$ cat src/include/urx_pkg.sv
// Constants and types for the serial receiver wakeup and flag block
package urx_pkg;
  localparam int ADDR_W = 3;
  // Register offsets
  localparam logic [2:0] OFF_CTRL1 = 3'h0;
  localparam logic [2:0] OFF_CTRL2 = 3'h1;
  localparam logic [2:0] OFF_CTRL3 = 3'h2;
  localparam logic [2:0] OFF_STAT1 = 3'h3;
  localparam logic [2:0] OFF_DATA  = 3'h4;
  localparam logic [2:0] OFF_BAUD  = 3'h5;
  // serial_control_reg_one fields
  localparam int C1_ENABLE = 6;
  localparam int C1_MODE9  = 4;
  localparam int C1_WAKE   = 3;
  localparam int C1_IDLE_COUNT_START_SELECT   = 2;
  localparam int C1_PEN    = 1;
  localparam int C1_PTY    = 0;
  // serial_control_reg_two fields
  localparam int C2_RFIE = 5;
  localparam int C2_IDLE_IRQ_ENABLE = 4;
  localparam int C2_RXEN = 2;
  localparam int C2_STBY = 1;
  // serial_control_reg_three fields
  localparam int C3_BIT8 = 7;
  localparam int C3_OVERRUN_IRQ_ENABLE = 3;
  localparam int C3_NOISE_IRQ_ENABLE = 2;
  localparam int C3_FRAMING_IRQ_ENABLE = 1;
  localparam int C3_PARITY_IRQ_ENABLE = 0;
  // serial_status_reg_one fields
  localparam int S1_RXFULL = 5;
  localparam int S1_IDLE   = 4;
  localparam int S1_OVR    = 3;
  localparam int S1_NOISE  = 2;
  localparam int S1_FRAME  = 1;
  localparam int S1_PAR    = 0;
  // Reset values
  localparam logic [7:0] CTRL_RST = 8'h00;
  localparam logic [7:0] DIV_RST  = 8'h1A;
  // Tick positions within one bit, sixteen ticks per bit
  localparam logic [4:0] RT_PER_BIT = 5'h10;
  localparam logic [4:0] RT_S3      = 5'h03;
  localparam logic [4:0] RT_S5      = 5'h05;
  localparam logic [4:0] RT_S7      = 5'h07;
  localparam logic [4:0] RT_S8      = 5'h08;
  localparam logic [4:0] RT_S9      = 5'h09;
  localparam logic [4:0] RT_S10     = 5'h0A;
  localparam logic [4:0] RT_EARLY   = 5'h06;
  localparam logic [4:0] RT_LATE    = 5'h0B;
  // Ticks from start edge to last stop sample
  localparam logic [7:0] STOP_TICK_8 = 8'h9A;
  localparam logic [7:0] STOP_TICK_9 = 8'hAA;
  // Frame lengths in bits
  localparam logic [3:0] DATA_BITS_8 = 4'h8;
  localparam logic [3:0] DATA_BITS_9 = 4'h9;
  localparam logic [3:0] IDLE_BITS_8 = 4'hA;
  localparam logic [3:0] IDLE_BITS_9 = 4'hB;
  typedef enum logic [1:0] {
    ST_SEARCH = 2'b00,
    ST_START  = 2'b01,
    ST_DATA   = 2'b10,
    ST_STOP   = 2'b11
  } urx_state_t;
endpackage

$ cat src/core/urx_rx_wakeup.sv
// Serial receiver with standby wakeup, status flags and request lines
`timescale 1ns/1ns
module urx_rx_wakeup #(
  parameter logic [7:0] DIV_RESET = urx_pkg::DIV_RST
) (
  input  wire logic                       clk_sys,
  input  wire logic                       nrst,
  input  wire logic [urx_pkg::ADDR_W-1:0] regAddr,
  input  wire logic [7:0]                 regWdata,
  input  wire logic                       regWr,
  input  wire logic                       regRd,
  output logic      [7:0]                 regRdata,
  input  wire logic                       serialInputPin,
  input  wire logic                       waitMode,
  input  wire logic                       stopMode,
  input  wire logic                       breakState,
  input  wire logic                       breakClearPermit,
  output logic                            rxIrq,
  output logic                            errIrq,
  output logic                            waitWake
);
  import urx_pkg::*;

  if (DIV_RESET == 8'h00) begin : g_chk
    $error("DIV_RESET must be nonzero");
  end

  logic             pinMeta;
  logic             pinSync;
  logic [7:0]       ctrl1;
  logic [7:0]       ctrl2;
  logic [3:0]       ctrl3En;
  logic [7:0]       baudDiv;
  logic [7:0]       divCnt;
  logic             standby;
  logic [7:0]       dataReg;
  logic             bit8Reg;
  logic [5:0]       stat;
  logic [5:0]       armMask;
  logic [5:0]       clrVec;
  logic [5:0]       setVec;
  urx_state_t       state;
  logic [4:0]       rtCnt;
  logic [3:0]       bitIdx;
  logic             smpA;
  logic             smpB;
  logic [8:0]       frame;
  logic             chNoise;
  logic             lastOne;
  logic [2:0]       hist;
  logic [7:0]       charTicks;
  logic             resynced;
  logic             abortPend;
  logic [7:0]       onesCnt;
  logic             idleArm;

  // Register access is locked out in wait mode
  wire wrEn    = regWr && !waitMode;
  wire rdEn    = regRd && !waitMode;
  wire wrCtrl2 = wrEn && regAddr == OFF_CTRL2;
  wire mode9   = ctrl1[C1_MODE9];
  wire wake    = ctrl1[C1_WAKE];
  wire rxOn    = ctrl1[C1_ENABLE] && ctrl2[C2_RXEN];
  wire [3:0] nData    = mode9 ? DATA_BITS_9 : DATA_BITS_8;
  wire [3:0] idleBits = mode9 ? IDLE_BITS_9 : IDLE_BITS_8;
  wire [7:0] idleThr  = {idleBits, 4'h0};

  // Two flops on the pin; only pinSync is read by logic
  always_ff @(posedge clk_sys) begin
    if (!nrst) begin
      pinMeta <= 1'b1;
      pinSync <= 1'b1;
    end else begin
      pinMeta <= serialInputPin;
      pinSync <= pinMeta;
    end
  end

  // Control registers; standby kept apart since hardware clears it
  always_ff @(posedge clk_sys) begin
    if (!nrst) begin
      ctrl1   <= CTRL_RST;
      ctrl2   <= CTRL_RST;
      ctrl3En <= 4'h0;
      baudDiv <= DIV_RESET;
    end else if (wrEn) begin
      if (regAddr == OFF_CTRL1) ctrl1 <= regWdata;
      if (regAddr == OFF_CTRL2) ctrl2 <= regWdata;
      if (regAddr == OFF_CTRL3) ctrl3En <= regWdata[3:0];
      if (regAddr == OFF_BAUD) baudDiv <= regWdata;
    end
  end

  // Tick divider, held at zero in stop mode so nothing advances
  always_ff @(posedge clk_sys) begin
    if (!nrst) begin
      divCnt <= 8'h00;
    end else if (stopMode || !rxOn) begin
      divCnt <= 8'h00;
    end else if (divCnt == baudDiv) begin
      divCnt <= 8'h00;
    end else begin
      divCnt <= divCnt + 8'h01;
    end
  end
  wire tick = rxOn && !stopMode && divCnt == baudDiv;

  // Sample votes: two stored samples plus the pin at the current tick
  wire [4:0] rtNow  = rtCnt + 5'h01;
  wire [7:0] ticksNow = charTicks + 8'h01;
  wire [2:0] votes  = {smpA, smpB, pinSync};
  wire maj = (smpA & smpB) | (smpA & pinSync) | (smpB & pinSync);
  wire dis = !(&votes) && (|votes);
  wire falling = hist[0] && !pinSync;
  wire resyncHit = state == ST_DATA && lastOne && falling &&
                   (rtNow >= RT_LATE || rtNow <= RT_EARLY);

  // Receive sequencer: search, start check, data bits, stop bit
  always_ff @(posedge clk_sys) begin
    if (!nrst) begin
      state     <= ST_SEARCH;
      rtCnt     <= 5'h00;
      bitIdx    <= 4'h0;
      smpA      <= 1'b1;
      smpB      <= 1'b1;
      frame     <= 9'h000;
      chNoise   <= 1'b0;
      lastOne   <= 1'b0;
      hist      <= 3'h7;
      charTicks <= 8'h00;
      resynced  <= 1'b0;
      abortPend <= 1'b0;
    end else begin
      // A character cut by stop mode is thrown away on release
      if (stopMode && state != ST_SEARCH) abortPend <= 1'b1;
      if (!rxOn || (abortPend && !stopMode)) begin
        state     <= ST_SEARCH;
        abortPend <= 1'b0;
      end else if (tick) begin
        hist      <= {hist[1:0], pinSync};
        charTicks <= ticksNow;
        unique case (state)
          ST_SEARCH: begin
            // Zero after three ones marks a possible start
            if (hist == 3'h7 && !pinSync) begin
              state     <= ST_START;
              rtCnt     <= 5'h01;
              charTicks <= 8'h01;
              frame     <= 9'h000;
              chNoise   <= 1'b0;
              lastOne   <= 1'b0;
              resynced  <= 1'b0;
            end
          end
          ST_START: begin
            rtCnt <= rtNow;
            if (rtNow == RT_S3) smpA <= pinSync;
            if (rtNow == RT_S5) smpB <= pinSync;
            if (rtNow == RT_S7) begin
              if (maj) state <= ST_SEARCH;
              else if (dis) chNoise <= 1'b1;
            end
            // Late ones in a verified start bit count as noise
            if ((rtNow == RT_S8 || rtNow == RT_S9 || rtNow == RT_S10) && pinSync)
              chNoise <= 1'b1;
            if (rtNow == RT_PER_BIT && state == ST_START) begin
              rtCnt  <= 5'h00;
              bitIdx <= 4'h1;
              state  <= ST_DATA;
            end
          end
          ST_DATA, ST_STOP: begin
            rtCnt <= rtNow;
            if (rtNow == RT_S8) smpA <= pinSync;
            if (rtNow == RT_S9) smpB <= pinSync;
            if (rtNow == RT_S10) begin
              if (dis) chNoise <= 1'b1;
              lastOne <= maj;
              if (state == ST_DATA) frame[bitIdx - 4'h1] <= maj;
              else state <= ST_SEARCH;
            end
            // Falling edge after a one restarts the bit phase
            if (resyncHit) begin
              rtCnt    <= 5'h01;
              lastOne  <= 1'b0;
              // Only a real phase shift counts; an edge on tick one moves nothing
              if (rtNow != 5'h01) resynced <= 1'b1;
              if (rtNow >= RT_LATE) begin
                if (bitIdx == nData) state <= ST_STOP;
                else bitIdx <= bitIdx + 4'h1;
              end
            end else if (rtNow == RT_PER_BIT && state == ST_DATA) begin
              rtCnt <= 5'h00;
              if (bitIdx == nData) state <= ST_STOP;
              else bitIdx <= bitIdx + 4'h1;
            end
          end
        endcase
      end
    end
  end

  // Character completion and what it carries
  wire charDone = tick && state == ST_STOP && rtNow == RT_S10 && !abortPend;
  wire msbNow   = mode9 ? frame[8] : frame[7];
  wire parBad   = ctrl1[C1_PEN] &&
                  ((mode9 ? ^frame : ^frame[7:0]) != ctrl1[C1_PTY]);
  wire frameBad = !maj;
  wire noiseNow = chNoise || dis;
  wire addrWake = standby && wake && msbNow;
  wire accept   = charDone && (!standby || addrWake);
  wire ovrNow   = accept && stat[S1_RXFULL] && !clrVec[S1_RXFULL];
  wire loadNow  = accept && !ovrNow;

  // Ones counter for idle detection; select picks where counting may run
  wire countOn = ctrl1[C1_IDLE_COUNT_START_SELECT] ? state == ST_SEARCH : state != ST_START;
  always_ff @(posedge clk_sys) begin
    if (!nrst) begin
      onesCnt <= 8'h00;
    end else if (!rxOn) begin
      onesCnt <= 8'h00;
    end else if (tick) begin
      if (!pinSync || !countOn) onesCnt <= 8'h00;
      else if (onesCnt != 8'hFF) onesCnt <= onesCnt + 8'h01;
    end
  end
  wire idleReached = onesCnt >= idleThr;
  // Already idle line wakes at once; accepted as a known quirk
  wire idleWake = standby && !wake && idleReached;
  wire idleEvt  = idleArm && idleReached && !standby;

  // Idle flag fires once per quiet period after some traffic
  always_ff @(posedge clk_sys) begin
    if (!nrst) begin
      idleArm <= 1'b0;
    end else if (accept) begin
      idleArm <= 1'b1;
    end else if (idleEvt || idleWake) begin
      idleArm <= 1'b0;
    end
  end

  // Standby request: software sets it, wake events clear it
  always_ff @(posedge clk_sys) begin
    if (!nrst) begin
      standby <= 1'b0;
    end else if (wrCtrl2) begin
      standby <= regWdata[C2_STBY];
    end else if ((charDone && addrWake) || idleWake) begin
      standby <= 1'b0;
    end
  end

  // Data register keeps the old byte on overrun
  always_ff @(posedge clk_sys) begin
    if (!nrst) begin
      dataReg <= 8'h00;
      bit8Reg <= 1'b0;
    end else if (loadNow) begin
      dataReg <= frame[7:0];
      bit8Reg <= msbNow;
    end
  end

  // Two-step clear: status read then data read; break may freeze it
  wire clrOk    = !breakState || breakClearPermit;
  wire dataRead = rdEn && regAddr == OFF_DATA && clrOk;
  always_ff @(posedge clk_sys) begin
    if (!nrst) begin
      armMask <= 6'h00;
    end else if (rdEn && regAddr == OFF_STAT1 && clrOk) begin
      armMask <= stat;
    end else if (dataRead) begin
      armMask <= 6'h00;
    end
  end

  // Flag set terms and clear mask
  always_comb begin
    clrVec            = dataRead ? armMask : 6'h00;
    setVec            = 6'h00;
    setVec[S1_RXFULL] = loadNow;
    setVec[S1_IDLE]   = idleEvt;
    setVec[S1_OVR]    = ovrNow;
    setVec[S1_NOISE]  = loadNow && noiseNow;
    setVec[S1_FRAME]  = loadNow && frameBad;
    setVec[S1_PAR]    = loadNow && parBad;
  end

  // Status flags; a set in the clearing cycle wins
  always_ff @(posedge clk_sys) begin
    if (!nrst) begin
      stat <= 6'h00;
    end else begin
      stat <= (stat & ~clrVec) | setVec;
    end
  end

  // Request lines, all held off during standby
  always_comb begin
    rxIrq  = !standby && ((stat[S1_RXFULL] && ctrl2[C2_RFIE]) ||
                          (stat[S1_IDLE] && ctrl2[C2_IDLE_IRQ_ENABLE]));
    errIrq = !standby && ((stat[S1_OVR] && ctrl3En[C3_OVERRUN_IRQ_ENABLE]) ||
                          (stat[S1_NOISE] && ctrl3En[C3_NOISE_IRQ_ENABLE]) ||
                          (stat[S1_FRAME] && ctrl3En[C3_FRAMING_IRQ_ENABLE]) ||
                          (stat[S1_PAR] && ctrl3En[C3_PARITY_IRQ_ENABLE]));
    waitWake = rxIrq || errIrq;
  end

  // Read data stand one cycle after the strobe, zero otherwise
  always_ff @(posedge clk_sys) begin
    if (!nrst) begin
      regRdata <= 8'h00;
    end else if (rdEn) begin
      case (regAddr)
        OFF_CTRL1: regRdata <= ctrl1;
        OFF_CTRL2: regRdata <= {ctrl2[7:2], standby, ctrl2[0]};
        OFF_CTRL3: regRdata <= {bit8Reg, 3'h0, ctrl3En};
        OFF_STAT1: regRdata <= {2'h0, stat};
        OFF_DATA:  regRdata <= dataReg;
        OFF_BAUD:  regRdata <= baudDiv;
        default:   regRdata <= 8'h00;
      endcase
    end else begin
      regRdata <= 8'h00;
    end
  end
endmodule // urx_rx_wakeup

$ cat config.mk
export PLATFORM = sky130hd
export DESIGN_NAME = urx_rx_wakeup
export DESIGN_NICKNAME = d
export VERILOG_FILES = /design/src/include/urx_pkg.sv /design/src/core/urx_rx_wakeup.sv
export SDC_FILE = /design/constraint.sdc
export NUM_CORES = 1
export LEC_CHECK = 0
export ABC_AREA = 0
export BUFFER_PORTS_ARGS = -buffer_cell sky130_fd_sc_hd__buf_2
export CAP_MARGIN = 25
export CORE_MARGIN = 1.5
export CORE_UTILIZATION = 55
export DETAILED_ROUTE_END_ITERATION = 10
export GPL_TIMING_DRIVEN = 0
export PLACE_DENSITY = 0.75
export REMOVE_ABC_BUFFERS = 1
export SYNTH_ARGS = -nofsm -noshare
export SYNTH_HDL_FRONTEND = slang
export SYNTH_SLANG_ARGS = --single-unit
$ cat constraint.sdc
create_clock -name clk_sys -period 3.9 [get_ports clk_sys]
set_input_delay 0.585 -clock clk_sys [delete_from_list [all_inputs] [get_ports clk_sys]]
set_output_delay 0.585 -clock clk_sys [all_outputs]
set_load 0.01 [all_outputs]
==> summary by stage <==
Min path
The type of the worst min-delay path is input pin to flop.

Final layout
Cells fill 61.7% of the core in the end. The number of filler instances in the final layout is 894. The post-route netlist has 10.2% of its cells at a drive strength greater than 1. The area added between synthesis and finish is 7.46%. The library cells used most frequently in the layout, excluding fill and tap cells, are sky130_fd_sc_hd__dfxtp_1 (104), sky130_fd_sc_hd__nand2_1 (75), sky130_fd_sc_hd__mux2i_1 (56), sky130_fd_sc_hd__nor2_1 (55), sky130_fd_sc_hd__nor2b_1 (51). The count of antenna diodes in the layout is 0.

The library cell used most frequently in the layout, excluding fill and tap cells, is sky130_fd_sc_hd__dfxtp_1. The total number of nets in the final design is 698.

Synth
The number of enable-type register cells in the synthesized netlist is 0. The most used flip-flop cell after synthesis is sky130_fd_sc_hd__dfxtp_1. In this run, distinct cell masters in the synthesized netlist total 67.

For this run, the register share of the synthesized area comes to 36.7%. During synthesis, Yosys emitted a total of 0 warnings. For this run, asynchronously set or reset flops after synthesis account for 0%. The average instance area after synthesis is 8.67 um2.

In this run, synthesis produced a sequential element count of 104. The synthesized cell area is 0.00567 mm2. The number of cells produced by synthesis is 654.

Timing
At the pin with the least slew margin, the transition time is 0.918 ns. Setup repair after global routing left no endpoint under its margin. The final max-slew violation count was 0. Clock skew on the completed layout was measured at 0.0165 ns. The number of hold-slack violations in the final timing report is 0.

Measured against its own limit, the worst slew margin works out to 38.5%. Final hold analysis gives a worst-case slack of 0.398 ns. Based on the critical path, the design can be clocked at up to 335 MHz. Dividing the final minimum period by the clock period gives 76.7%.

In the final timing run, aggregate negative setup slack is 0 ns. The final number of setup-violating endpoints is 0. Counting I/O delays and the setup requirement, the final critical path takes 2.99 ns.

Placement
Routability-driven placement finished with a final weighted congestion of 0.935. The count of buffers from port buffering is 30. The placed wire-length estimate after detailed placement is 9010 um.

Setup path
Data on the critical path arrives at its endpoint at 3.26 ns. For this run, the slowest stage of the critical path takes 0.52 ns. Along the worst path, the maximum fanout reaches 11. The highest-delay cell along the critical path is sky130_fd_sc_hd__dfxtp_1.

The kind of capture point of the worst setup path is a flop. Counting cells, the worst reg-to-reg path comes to 8. The register-to-register setup slack is 0.91 ns. The most critical setup path has its startpoint at rtCnt[0]. The number of buffers and inverters on the critical path is 1. The required arrival time at the worst endpoint is 4.17 ns.

The startpoint identified for the worst register-to-register timing path is rtCnt[0]. The destination of the critical timing path is dataReg[0]. STA classifies the critical path startpoint as a flop. The category of cells accounting for the largest share of critical-path delay is simple AND/OR/NAND/NOR gates. The worst setup path is of the flop to flop kind. The library cell appearing most often on the critical path is sky130_fd_sc_hd__nor2b_1.

Traced cell by cell, the critical path runs through ha_1 -> nand3_2 -> o22ai_2 -> nand4_1 -> nor2b_1 -> buf_6 -> mux2i_1 -> nor2b_1. The path length in cells of the critical path is 8. In this run the critical register-to-register path is captured at dataReg[0].

Drt
The routed layout has 4646 vias. The total DRC errors in the routed layout is 0. In the routed layout, each cell is associated on average with a via count of 5.79.

For this block, the routed nets add up to 12400 um of wire. For this block, the initial DRC count from the detailed router was 257. Dividing the detail-routed wire length by the instance count gives 15.5 um. In this run the remaining antenna-violating nets after routing total 0. The first detailed-routing pass ran for 5 iterations.

Clock network
The number of sinks handled by clock tree synthesis is 104. CTS placed an instance of sky130_fd_sc_hd__clkbuf_8 at the clock tree root. The hold-fix buffer count after cts is 0. For the worst-skew pair, the clock arrives at the later sink with an insertion delay of 0.38 ns. The number of H-tree levels is 3. Buffers inserted during clock tree synthesis total 9. The maximum clock path buffer count is 2. The buffer count from post-CTS setup fixing is 0. After clock tree synthesis, the clock-pin slew on the worst setup and hold paths is 0.10 ns. The count of instances resized after the clock tree is built is 0.

The clock tree from TritonCTS is yes.

Job
The max-capacitance violation count is 0.

Floorplanning
The initial utilization of the core area, before any placement, comes to 57.5%. The number of primary I/O pins is 31. The region available for standard cell placement spans 0.00986 mm2.

In this run the core area contains 36 standard-cell rows. The vertical die dimension is 105 um. The die extent in x is 105 um. The die covers 0.0109 mm2.

Power and ir drop
The share of total power in sequential cells is 56.1%. The leakage power figure is 2.24 nW. Per report_power, the combinational group accounts for 4.3% of the total.

For this design the total switching power over the nets is 0.000413 W. The clock network accounts for 39.7% of the total power. The overall power of the completed layout is 0.00191 W.

The internal power component is 0.00150 W. Across the VDD grid, the largest voltage drop is 0.275 mV. The power density over the cells is 314 mW/mm2. The switching portion of total power is 21.6%.

Global routing
Global routing used 23.8% of the available tracks. The met1 usage is 31.7%. The initial antenna violation count is 0. The maximum number of pins on one net before global-route repair is 63. met2 is the most crowded layer. The total overflow reported by the global router is 0. The met2 capacity usage during global routing is 38.8%. The via count of the first global-routing pass came to 4368.

Global routing used 5.76% of the available met3 tracks. The first global-routing pass estimated 21300 um of wire.

Status
The run finished with clean final reports.
power groups by stage:
stage                     Combinational [W]  Clock, W  Sequential, W
after global placement            0.0000770         0        0.00110
after CTS                         0.0000809  0.000774        0.00107
final                             0.0000813  0.000758        0.00107
after global routing              0.0000877  0.000816        0.00107
after floorplan                   0.0000368         0        0.00109
after detailed placement          0.0000806         0        0.00110
flip-flops by register name, indices dropped and copies added, names as in the netlist, 4 cells and up:
register  cells
divCnt        8
frame         9
armMask       6
regRdata      8
ctrl2         7
bitIdx        4
rtCnt         5
dataReg       8
baudDiv       8
ctrl3En       4
stat          6
ctrl1         8
onesCnt       8
area by class of cell:
type                            count  area, um2  area share, %
Multi-Input combinational cell    502       3370           55.4
Tap cell                          133        166           2.73
Clock inverter                      4       76.3           1.25
Timing Repair Buffer               32        181           2.98
Clock buffer                       12        155           2.55
Sequential cell                   104       2080           34.2
Inverter                           15       56.3          0.924
logic make-up (layout without fill, tap and decap cells):
family	after synthesis	count (layout)	share of synthesized area, %
muxes	61	61	10.9
AOI/OAI and AO/OA	118	118	14.8
and+or+nand+nor	277	277	25.8
buffers and inverters	48	63	3.75
DFF	104	104	36.7
adders and majority gates	15	15	3.27
xor gates and xnor gates	31	31	4.79
how the worst min path moves through the flow:
stage / start / end / slack (ns) / cells after the start
after CTS: serialInputPin / pinMeta / 0.38 / 2
after floorplan: pinMeta / pinSync / 0.39 / 1
after global placement: pinMeta / pinSync / 0.40 / 1
after global routing: serialInputPin / pinMeta / 0.39 / 2
after detailed placement: pinMeta / pinSync / 0.41 / 1
final: serialInputPin / pinMeta / 0.40 / 2
cells in the mapped netlist (2+ instances only):
| cell | n | area (um2) |
|---|---|---|
| sky130_fd_sc_hd__a21boi_0 | 9 | 67.6 |
| sky130_fd_sc_hd__a21boi_1 | 5 | 37.5 |
| sky130_fd_sc_hd__a21o_1 | 4 | 30.0 |
| sky130_fd_sc_hd__a21oi_1 | 18 | 90.1 |
| sky130_fd_sc_hd__a221oi_1 | 4 | 35.0 |
| sky130_fd_sc_hd__a22oi_1 | 10 | 75.1 |
| sky130_fd_sc_hd__a31oi_1 | 14 | 87.6 |
| sky130_fd_sc_hd__and2_1 | 9 | 56.3 |
| sky130_fd_sc_hd__and3_1 | 11 | 68.8 |
| sky130_fd_sc_hd__and3b_1 | 2 | 17.5 |
| sky130_fd_sc_hd__and4b_1 | 4 | 40.0 |
| sky130_fd_sc_hd__buf_1 | 2 | 7.51 |
| sky130_fd_sc_hd__buf_2 | 5 | 25.0 |
| sky130_fd_sc_hd__buf_4 | 5 | 37.5 |
| sky130_fd_sc_hd__clkbuf_1 | 20 | 75.1 |
| sky130_fd_sc_hd__dfxtp_1 | 104 | 2080 |
| sky130_fd_sc_hd__ha_1 | 14 | 175 |
| sky130_fd_sc_hd__inv_1 | 15 | 56.3 |
| sky130_fd_sc_hd__mux2_2 | 5 | 56.3 |
| sky130_fd_sc_hd__mux2i_1 | 56 | 561 |
| sky130_fd_sc_hd__nand2_1 | 75 | 282 |
| sky130_fd_sc_hd__nand2b_1 | 5 | 31.3 |
| sky130_fd_sc_hd__nand3_1 | 22 | 110 |
| sky130_fd_sc_hd__nand3_2 | 3 | 30.0 |
| sky130_fd_sc_hd__nand3b_1 | 4 | 30.0 |
| sky130_fd_sc_hd__nand4_1 | 10 | 62.6 |
| sky130_fd_sc_hd__nand4b_1 | 3 | 26.3 |
| sky130_fd_sc_hd__nor2_1 | 55 | 206 |
| sky130_fd_sc_hd__nor2b_1 | 51 | 319 |
| sky130_fd_sc_hd__nor3_1 | 6 | 30.0 |
| sky130_fd_sc_hd__nor3b_1 | 4 | 30.0 |
| sky130_fd_sc_hd__nor3b_2 | 3 | 37.5 |
| sky130_fd_sc_hd__o2111ai_1 | 3 | 26.3 |
| sky130_fd_sc_hd__o21ai_0 | 14 | 70.1 |
| sky130_fd_sc_hd__o21ai_1 | 3 | 15.0 |
| sky130_fd_sc_hd__o221ai_1 | 2 | 17.5 |
| sky130_fd_sc_hd__o22a_1 | 4 | 35.0 |
| sky130_fd_sc_hd__o22ai_1 | 2 | 12.5 |
| sky130_fd_sc_hd__o2bb2ai_1 | 7 | 61.3 |
| sky130_fd_sc_hd__o31ai_1 | 3 | 22.5 |
| sky130_fd_sc_hd__or3_1 | 4 | 25.0 |
| sky130_fd_sc_hd__xnor2_1 | 18 | 158 |
| sky130_fd_sc_hd__xor2_1 | 13 | 114 |
metal layers:
metal  vias up  share of wire (%)
met4         0                1.3
met1      2212                 47
met3        14                4.1
li1       2322                  -
met2        98                 47
met5         -                  0
stage by stage:
| step | setup slack, ns | area [um2] | instances |
|---|---|---|---|
| floorplan | 1.24 | 5510 | 621 |
| global placement | 0.674 | 5830 | 784 |
| detailed placement | 0.986 | 5860 | 786 |
| CTS | 0.928 | 6090 | 802 |
| global route | 0.568 | 6090 | 802 |
| finish | 0.910 | 6090 | 802 |
(Power assumes the default switching activity.)
